**src/fb_state_pkg.sv**
```systemverilog
// Purpose: Shared constants and types for the slave communication state control.
// Assumes: One system clock and one synchronous active-high reset.
// Notes: The enumerations below are the codes seen on the block's ports.
package fb_state_pkg;

    // Communication states in upward order.
    typedef enum logic [1:0] {
        st_power_up      = 2'h0,
        st_mailbox_cfg   = 2'h1,
        st_inputs_only   = 2'h2,
        st_full_exchange = 2'h3
    } comm_state_t;

    // Mailbox application protocols.
    typedef enum logic [1:0] {
        can_app_over_fieldbus       = 2'h0,
        servo_profile_over_fieldbus = 2'h1,
        ethernet_tunnelling         = 2'h2,
        file_transfer_protocol      = 2'h3
    } mbx_proto_t;

    // Motion operating modes.
    typedef enum logic [2:0] {
        profile_position_mode      = 3'h0,
        profile_velocity_mode      = 3'h1,
        profile_torque_mode        = 3'h2,
        interpolated_position_mode = 3'h3,
        homing_mode                = 3'h4,
        cyclic_sync_position_mode  = 3'h5,
        cyclic_sync_velocity_mode  = 3'h6,
        cyclic_sync_torque_mode    = 3'h7
    } op_mode_t;

    // Mapping index ranges and the maps actually offered.
    localparam logic [15:0] rx_map_lo       = 16'h1600;
    localparam logic [15:0] rx_map_hi       = 16'h17ff;
    localparam logic [15:0] tx_map_lo       = 16'h1a00;
    localparam logic [15:0] tx_map_hi       = 16'h1bff;
    localparam logic [15:0] rx_map_variable = 16'h1600;
    localparam logic [15:0] rx_fixed_first  = 16'h1701;
    localparam logic [15:0] rx_fixed_last   = 16'h1705;
    localparam logic [15:0] tx_map_variable = 16'h1a00;
    localparam logic [15:0] tx_fixed_first  = 16'h1b01;
    localparam logic [15:0] tx_fixed_last   = 16'h1b04;

    // Reset values.
    localparam comm_state_t state_reset  = st_power_up;
    localparam logic [15:0] rx_map_reset = rx_map_variable;
    localparam logic [15:0] tx_map_reset = tx_map_variable;
    localparam op_mode_t    mode_reset   = cyclic_sync_position_mode;

    // Data path buffer depth.
    localparam int buf_depth = 2;

endpackage

```
**src/fb_skid_buffer.sv**
```systemverilog
// Purpose: Two-entry buffer with valid and ready on both sides.
// Assumes: Source and sink share clk; flush empties both entries at once.
// Notes: All outputs come straight from flip-flops.
`timescale 1ns/1ps
`default_nettype none
module fb_skid_buffer #(
    parameter int WIDTH = 32,
    parameter int DEPTH = fb_state_pkg::buf_depth
) (
    // Clock and reset.
    input  wire logic             clk,
    input  wire logic             rst,
    input  wire logic             flush,
    // Filling side.
    input  wire logic             in_valid,
    input  wire logic [WIDTH-1:0] in_data,
    output logic                  in_ready,
    // Draining side.
    output logic                  out_valid,
    output logic [WIDTH-1:0]      out_data,
    input  wire logic             out_ready
);
    // The head and skid structure only serves exactly two entries.
    if (DEPTH != 2 || WIDTH < 1) begin : g_bad_param
        $error("fb_skid_buffer serves DEPTH 2 and WIDTH of at least 1 only.");
    end

    typedef struct packed {
        logic             in_ready;
        logic             head_valid;
        logic [WIDTH-1:0] head_data;
        logic             skid_valid;
        logic [WIDTH-1:0] skid_data;
    } buf_state_t;

    buf_state_t s;
    buf_state_t next_s;

    // The skid entry catches the word in flight when the sink stalls.
    always_comb begin
        next_s = s;
        if (flush) begin
            next_s.head_valid = 1'b0;
            next_s.skid_valid = 1'b0;
        end else begin
            if (s.head_valid && out_ready) begin
                next_s.head_valid = s.skid_valid;
                next_s.head_data  = s.skid_data;
                next_s.skid_valid = 1'b0;
            end
            if (in_valid && s.in_ready) begin
                if (!next_s.head_valid) begin
                    next_s.head_valid = 1'b1;
                    next_s.head_data  = in_data;
                end else begin
                    next_s.skid_valid = 1'b1;
                    next_s.skid_data  = in_data;
                end
            end
        end
        next_s.in_ready = !next_s.skid_valid;
    end

    // State register.
    always_ff @(posedge clk) begin
        if (rst) begin
            s <= '{in_ready: 1'b1, head_valid: 1'b0, head_data: '0,
                   skid_valid: 1'b0, skid_data: '0};
        end else begin
            s <= next_s;
        end
    end

    assign in_ready  = s.in_ready;
    assign out_valid = s.head_valid;
    assign out_data  = s.head_data;
endmodule
`default_nettype wire

```
**src/fieldbus_slave_state_control.sv**
```systemverilog
// Purpose: Slave-side communication state control for a fieldbus servo drive.
// Assumes: Master requests arrive from slave controller logic on clk.
// Notes: Data paths are gated by the communication state; stalls lose no word.
`timescale 1ns/1ps
`default_nettype none
module fieldbus_slave_state_control #(
    parameter int RX_WIDTH = 32,
    parameter int TX_WIDTH = 32
) (
    // Clock and reset.
    input  wire logic                clk,
    input  wire logic                rst,
    // State requests from the master.
    input  wire logic                state_req_valid,
    input  wire logic [1:0]          state_req,
    output fb_state_pkg::comm_state_t comm_state,
    output logic                     skip_error,
    // Slave controller register accesses.
    input  wire logic                ctrl_reg_req,
    output logic                     ctrl_reg_ack,
    // Mailbox requests.
    input  wire logic                mbx_req_valid,
    input  wire logic [1:0]          mbx_proto,
    output logic                     mbx_ack,
    output logic                     mbx_reject,
    // Mapping selection over the mailbox.
    input  wire logic                map_wr_valid,
    input  wire logic                map_wr_tx,
    input  wire logic [15:0]         map_wr_index,
    output logic                     map_ack,
    output logic                     map_reject,
    output logic [15:0]              rx_map,
    output logic [15:0]              tx_map,
    // Operating mode commands.
    input  wire logic                mode_req_valid,
    input  wire logic [3:0]          mode_req,
    output fb_state_pkg::op_mode_t   op_mode,
    output logic                     mode_ack,
    output logic                     mode_reject,
    // Received process data from the master.
    input  wire logic                rx_valid,
    input  wire logic [RX_WIDTH-1:0] rx_data,
    output logic                     rx_ready,
    // Received process data toward the drive.
    output logic                     cmd_valid,
    output logic [RX_WIDTH-1:0]      cmd_data,
    input  wire logic                cmd_ready,
    // Transmit process data from the drive.
    input  wire logic                fb_valid,
    input  wire logic [TX_WIDTH-1:0] fb_data,
    output logic                     fb_ready,
    // Transmit process data toward the master.
    output logic                     tx_valid,
    output logic [TX_WIDTH-1:0]      tx_data,
    input  wire logic                tx_ready
);
    // Process data words need at least one bit each.
    if (RX_WIDTH < 1 || TX_WIDTH < 1) begin : g_bad_param
        $error("Process data widths must be at least one bit.");
    end

    typedef struct packed {
        fb_state_pkg::comm_state_t state;
        logic                      skip_err;
        logic                      reg_ack;
        logic                      mbx_ack;
        logic                      mbx_rej;
        logic                      map_ack;
        logic                      map_rej;
        logic [15:0]               rx_map;
        logic [15:0]               tx_map;
        fb_state_pkg::op_mode_t    mode;
        logic                      mode_ack;
        logic                      mode_rej;
    } ctrl_state_t;

    ctrl_state_t s;
    ctrl_state_t next_s;

    // Decoded permissions of the present state.
    logic mbx_open;
    logic tx_open;
    logic rx_open;
    logic map_open;
    logic up_step;
    logic is_up;
    logic rx_hit;
    logic tx_hit;
    logic [1:0] step_up;

    // Mailbox opens in mailbox-configuration and above; power-up has none.
    assign mbx_open = (s.state != fb_state_pkg::st_power_up);
    // Transmit data flows in inputs-only and full-exchange.
    assign tx_open  = (s.state == fb_state_pkg::st_inputs_only) ||
                      (s.state == fb_state_pkg::st_full_exchange);
    // Received output data is acted on in full-exchange only.
    assign rx_open  = (s.state == fb_state_pkg::st_full_exchange);
    // Mapping is set up before process data starts.
    assign map_open = (s.state == fb_state_pkg::st_mailbox_cfg);

    assign step_up = s.state + 2'h1;
    assign is_up   = (state_req > s.state);
    assign up_step = (state_req == step_up);

    // Offered maps: one variable and a fixed run in each direction.
    assign rx_hit = (map_wr_index == fb_state_pkg::rx_map_variable) ||
                    ((map_wr_index >= fb_state_pkg::rx_fixed_first) &&
                     (map_wr_index <= fb_state_pkg::rx_fixed_last));
    assign tx_hit = (map_wr_index == fb_state_pkg::tx_map_variable) ||
                    ((map_wr_index >= fb_state_pkg::tx_fixed_first) &&
                     (map_wr_index <= fb_state_pkg::tx_fixed_last));

    // Next-state logic for the state machine and request answers.
    always_comb begin
        next_s          = s;
        next_s.reg_ack  = 1'b0;
        next_s.mbx_ack  = 1'b0;
        next_s.mbx_rej  = 1'b0;
        next_s.map_ack  = 1'b0;
        next_s.map_rej  = 1'b0;
        next_s.mode_ack = 1'b0;
        next_s.mode_rej = 1'b0;

        // Controller registers answer in every state.
        if (ctrl_reg_req) begin
            next_s.reg_ack = 1'b1;
        end

        // State transitions; a request for the present state is a no-op.
        if (state_req_valid) begin
            if (is_up) begin
                if (up_step) begin
                    next_s.state    = fb_state_pkg::comm_state_t'(state_req);
                    next_s.skip_err = 1'b0;
                end else begin
                    // Skips are refused and flagged until the next good request.
                    next_s.skip_err = 1'b1;
                end
            end else if (state_req != s.state) begin
                // Any downward jump is honoured, including to power-up.
                next_s.state    = fb_state_pkg::comm_state_t'(state_req);
                next_s.skip_err = 1'b0;
            end
        end

        // Only the CAN application protocol is served on the mailbox.
        if (mbx_req_valid) begin
            if (mbx_open &&
                (mbx_proto == fb_state_pkg::can_app_over_fieldbus)) begin
                next_s.mbx_ack = 1'b1;
            end else begin
                next_s.mbx_rej = 1'b1;
            end
        end

        // Map selection checks range and the offered set.
        if (map_wr_valid) begin
            if (!map_open) begin
                next_s.map_rej = 1'b1;
            end else if (map_wr_tx) begin
                if ((map_wr_index >= fb_state_pkg::tx_map_lo) &&
                    (map_wr_index <= fb_state_pkg::tx_map_hi) && tx_hit) begin
                    next_s.tx_map  = map_wr_index;
                    next_s.map_ack = 1'b1;
                end else begin
                    next_s.map_rej = 1'b1;
                end
            end else begin
                if ((map_wr_index >= fb_state_pkg::rx_map_lo) &&
                    (map_wr_index <= fb_state_pkg::rx_map_hi) && rx_hit) begin
                    next_s.rx_map  = map_wr_index;
                    next_s.map_ack = 1'b1;
                end else begin
                    next_s.map_rej = 1'b1;
                end
            end
        end

        // A mode command is a received output, so it needs full-exchange.
        if (mode_req_valid) begin
            if (rx_open && (mode_req[3] == 1'b0)) begin
                next_s.mode     = fb_state_pkg::op_mode_t'(mode_req[2:0]);
                next_s.mode_ack = 1'b1;
            end else begin
                next_s.mode_rej = 1'b1;
            end
        end
    end

    // State register.
    always_ff @(posedge clk) begin
        if (rst) begin
            s <= '{state:    fb_state_pkg::state_reset,
                   skip_err: 1'b0,
                   reg_ack:  1'b0,
                   mbx_ack:  1'b0,
                   mbx_rej:  1'b0,
                   map_ack:  1'b0,
                   map_rej:  1'b0,
                   rx_map:   fb_state_pkg::rx_map_reset,
                   tx_map:   fb_state_pkg::tx_map_reset,
                   mode:     fb_state_pkg::mode_reset,
                   mode_ack: 1'b0,
                   mode_rej: 1'b0};
        end else begin
            s <= next_s;
        end
    end

    // Received words are taken while the buffer has room; outside full-exchange they are
    // discarded and the buffer is flushed so no stale command is acted on.
    fb_skid_buffer #(
        .WIDTH (RX_WIDTH),
        .DEPTH (fb_state_pkg::buf_depth)
    ) u_rx_buf (
        .clk       (clk),
        .rst       (rst),
        .flush     (!rx_open),
        .in_valid  (rx_valid && rx_open),
        .in_data   (rx_data),
        .in_ready  (rx_ready),
        .out_valid (cmd_valid),
        .out_data  (cmd_data),
        .out_ready (cmd_ready)
    );

    // Feedback words leave toward the master in inputs-only and above;
    // in lower states they are drained so the drive never stalls.
    fb_skid_buffer #(
        .WIDTH (TX_WIDTH),
        .DEPTH (fb_state_pkg::buf_depth)
    ) u_tx_buf (
        .clk       (clk),
        .rst       (rst),
        .flush     (!tx_open),
        .in_valid  (fb_valid && tx_open),
        .in_data   (fb_data),
        .in_ready  (fb_ready),
        .out_valid (tx_valid),
        .out_data  (tx_data),
        .out_ready (tx_ready)
    );

    // Outputs straight from the state register.
    assign comm_state   = s.state;
    assign skip_error   = s.skip_err;
    assign ctrl_reg_ack = s.reg_ack;
    assign mbx_ack      = s.mbx_ack;
    assign mbx_reject   = s.mbx_rej;
    assign map_ack      = s.map_ack;
    assign map_reject   = s.map_rej;
    assign rx_map       = s.rx_map;
    assign tx_map       = s.tx_map;
    assign op_mode      = s.mode;
    assign mode_ack     = s.mode_ack;
    assign mode_reject  = s.mode_rej;
endmodule
`default_nettype wire

```
**config.mk**
```make
export PLATFORM = sky130hd
export DESIGN_NAME = fieldbus_slave_state_control
export DESIGN_NICKNAME = d
export VERILOG_FILES = /design/src/fb_state_pkg.sv /design/src/fb_skid_buffer.sv /design/src/fieldbus_slave_state_control.sv
export SDC_FILE = /design/constraint.sdc
export NUM_CORES = 1
export LEC_CHECK = 0
export ABC_AREA = 1
export BUFFER_PORTS_ARGS = -buffer_cell sky130_fd_sc_hd__buf_2
export CORE_ASPECT_RATIO = 0.6
export CORE_MARGIN = 1
export CORE_UTILIZATION = 30
export CTS_BUF_LIST = sky130_fd_sc_hd__clkbuf_2
export CTS_CLUSTER_SIZE = 28
export DETAILED_ROUTE_END_ITERATION = 10
export GPL_ROUTABILITY_DRIVEN = 0
export PLACE_DENSITY_LB_ADDON = 0.15
export SLEW_MARGIN = 30
export SYNTH_ARGS = -nofsm -noshare
export SYNTH_HDL_FRONTEND = slang
export SYNTH_SLANG_ARGS = --single-unit
```
**constraint.sdc**
```tcl
create_clock -name clk -period 4.13 [get_ports clk]
set_clock_uncertainty 0.15 [all_clocks]
set_input_delay 0.413 -clock clk [delete_from_list [all_inputs] [get_ports clk]]
set_output_delay 0.413 -clock clk [all_outputs]
set_load 0.05 [all_outputs]
```
==> metrics.md <==
| Metric | Value |
|---|---|
| Outcome | `complete, no violations` |
| R2R Setup Slk | `300 ps` |
| Core ar. | `26600 sq um` |
| Critical path class | `reg2reg` |
| Clock transition at path regs | `290 ps` |
| Total GRT Usage | `a little under a fifth` |
| CTS tree | `done` |
| Static leakage | `4.97 nW` |
| Routed wl met2 | `10400 um` |
| Die area | `approximately 28000 sq um` |
| Comb power frac | `12.3%` |
| Synthesized instance count | `between 1000 and 1500` |
| Sw Share | `30.5%` |
| Commonest non-fill, non-tap cell in the layout | `nand2_1` |
| CP Max Fanout | `29` |
| Total Neg Setup Slack | `0 ps` |
| Avg Synthesized Cell Area | `7.20 sq um` |
| Vias per inst | `between 4 and 5` |
| DRT Pass-1 Iters | `5` |
| CP Capture Type | `register` |
| Flops & latches, synth | `about 180` |
| Post-synthesis sequential area ratio | `between 40% and 50%` |
| Global-route wire length before repair | `between 40000 and 50000 um` |
| Highest metal used | `met4` |
| Hold wc startpoint | `fb_data[30]` |
| Met1 wire length | `between 10000 and 15000 um` |
| Final Max Slew Viols | `0` |
| Clock share of power | `30.0%` |
| Slew @ Worst Pin | `842 ps` |
| Chip Height | `130 um` |
| Initial Util | `a little under a third` |
| Routed Antenna Nets | `0` |
| Num CTS Buffers | `17` |
| Max Cap Viol | `0` |
| Final HPWL DP | `approximately 16000 um` |
| RSZ-0062 raised after global routing | `no` |
| Area grow syn2layout | `27.5%` |
| Antenna violations before repair | `1` |
| Most frequent cells in the layout | `nand2_1 (243), buf_2 (212), dfxtp_1 (179)` |
| Number of distinct library cells after synthesis | `25` |
| Post-route clock period utilization | `92.8%` |
| Worst Reg-to-Reg Cells | `11` |
| Grt ovf | `0` |
| Initial detailed-routing violation count | `421` |
| Hold path cells | `4` |
| DR WL/cell | `14.6 um` |
| Layout cells sized above 1 | `19.7%` |
| NetSw | `0.930 mW` |
| Synthesis warning total | `0` |
| Number of remaining DRC errors | `0` |
| Slew HR | `between 40% and 50%` |
| Fmax | `about 0.26 GHz` |
| Worst EP arrival | `4480 ps` |
| # IOs | `213` |
| Final Hold Vio Count | `0` |
| Die extent in x | `215 um` |
| Minimum clock period | `3830 ps` |
| Min-delay worst type | `in2reg` |
| Reg2Reg Launch Point | `comm_state[0]$_SDFFE_PP0P_` |
| Critical R2R Capture | `op_mode[1]$_SDFFE_PP0P_` |
| Nets | `1470` |
| Internal | `approximately 2.1 mW` |
| Crit start category | `register` |
| CTS root buf | `clkbuf_2` |
| Post-placement setup slack | `1270 ps` |
| Final instance area | `10400 sq um` |
| Via count | `7939` |
| Final setup vio count | `0` |
| Largest net degree at the start of global routing | `63` |
| Post-DP Area | `9000 sq um` |
| Final wirelength | `25300 um` |
| Latest clock arrival within the worst-skew pair | `840 ps` |
| Met3 routed WL | `1440 um` |
| Synth Net Count | `1244` |
| Rows | `46` |
| Clock Tree Buf Depth | `2` |
| Max VDD drop | `approximately 0.00017 V` |
| Syn Std Cell Area | `a little over 8000 sq um` |
| Hold EP | `u_tx_buf.s[30]$_SDFFE_PP0P_` |
| Reg power frac | `57.8%` |
| Worst EP required | `4770 ps` |
| Setup WS post-layout | `295 ps` |
| PwrDens | `292 nW/um^2` |
| Number of global-route vias before repair | `7268` |
| Buffers on Ports | `roughly 210` |
| H-tree depth | `4` |
| # clock sinks | `179` |
## final cells by class
class                           count  area, sq um
Fill cell                        2838        16100
Timing Repair Buffer              346         2380
Antenna cell                        1         2.50
Clock buffer                       17         85.1
Sequential cell                   179         3580
Clock inverter                     15          134
Multi-Input combinational cell    715         3410
Inverter                          105          395
Tap cell                          360          450
## what timing repair did
action,CTS,global route
endpoints found under the hold margin,153,0
gates resized for setup,0,2
hold buffers,121,0
buffers inserted,0,1
setup endpoints to repair,0,2
## logic make-up (layout without fill, tap and decap cells)
logic type                 Yosys count  after routing  synth area share [%]
other                                0              1                     0
adders and majority gates            6              6                 0.917
buffers and inverters              244            483                  14.8
and+or+nand+nor                    451            451                  22.9
DFF                                179            179                  43.8
AOI/OAI and AO/OA                  258            258                  17.7
## worst max-delay path: stages, from the launching register on
cell	delay (ps)
dfxtp_1	500
ha_2	570
buf_4	370
inv_1	160
buf_4	280
nor2_1	190
nand2_1	150
inv_1	120
nand2_1	60
dlygate4sd3_1	560
a21oi_1	120
dlygate4sd3_1	550
## state kept, by name, summed over array words and instances, names as in the netlist
signal and flops:
ctrl_reg_ack 1, map_ack 1, u_rx_buf.out_data 32, tx_map 16, u_tx_buf.in_ready 1, comm_state 2, u_tx_buf.s 33, u_rx_buf.s 33
skip_error 1, mbx_ack 1, mbx_reject 1, mode_reject 1, u_tx_buf.out_valid 1, u_rx_buf.out_valid 1, u_tx_buf.out_data 32, rx_map 16
mode_ack 1, op_mode 3, map_reject 1, u_rx_buf.in_ready 1
## how the worst max path moves through the flow
stage	end	startpoint	slack, ps	depth (start not counted)
after floorplan	u_rx_buf.out_data[24]$_SDFFE_PP0N_	comm_state[0]$_SDFFE_PP0P_	2020	8
after global placement	u_rx_buf.out_data[24]$_SDFFE_PP0N_	comm_state[0]$_SDFFE_PP0P_	1340	8
after detailed placement	u_rx_buf.out_data[27]$_SDFFE_PP0N_	comm_state[0]$_SDFFE_PP0P_	1270	8
after CTS	map_ack$_SDFF_PP0_	map_wr_index[9]	30	16
after global routing	op_mode[1]$_SDFFE_PP0P_	comm_state[0]$_SDFFE_PP0P_	9	11
final	op_mode[1]$_SDFFE_PP0P_	comm_state[0]$_SDFFE_PP0P_	300	11
## through the flow
stage               std cells  util (%)  hold WS [ps]  total power [mW]
floorplan                1138         -           308              1.99
global placement         1584      33.9           272              2.10
detailed placement       1584      33.9           274              2.10
CTS                      1737      39.2          52.3              3.10
global route             1738      39.3          73.3              3.20
finish                   1738      39.3           169              3.05
## layer usage
metal  vias to the layer above  track usage, %
met3                        10            4.83
met2                       189            26.7
li1                       4087               -
met5                         -               0
met4                         0            4.01
met1                      3653            26.7
## synth_stat cells (all sizes together)
library cell / count / area, sq um
nand2: 247 / 932
dfxtp: 179 / 3580
o21ai: 118 / 591
nor2: 106 / 417
buf: 105 / 689
inv: 105 / 394
nand3: 89 / 450
a21oi: 82 / 422
o211ai: 56 / 420
clkbuf: 34 / 128
ha: 6 / 75.1
nand3b: 6 / 45.0
nor3: 2 / 21.3
o21bai: 2 / 15.0
nor4: 1 / 6.26
## power groups by stage
stage	combinational (mW)	clock [mW]	sequential [mW]
after CTS	0.377	0.953	1.76
final	0.375	0.915	1.76
after detailed placement	0.303	0	1.79
after floorplan	0.180	0	1.81
after global placement	0.303	0	1.79
after global routing	0.412	1.02	1.77
No activity file was read; power rests on OpenSTA's default activity.
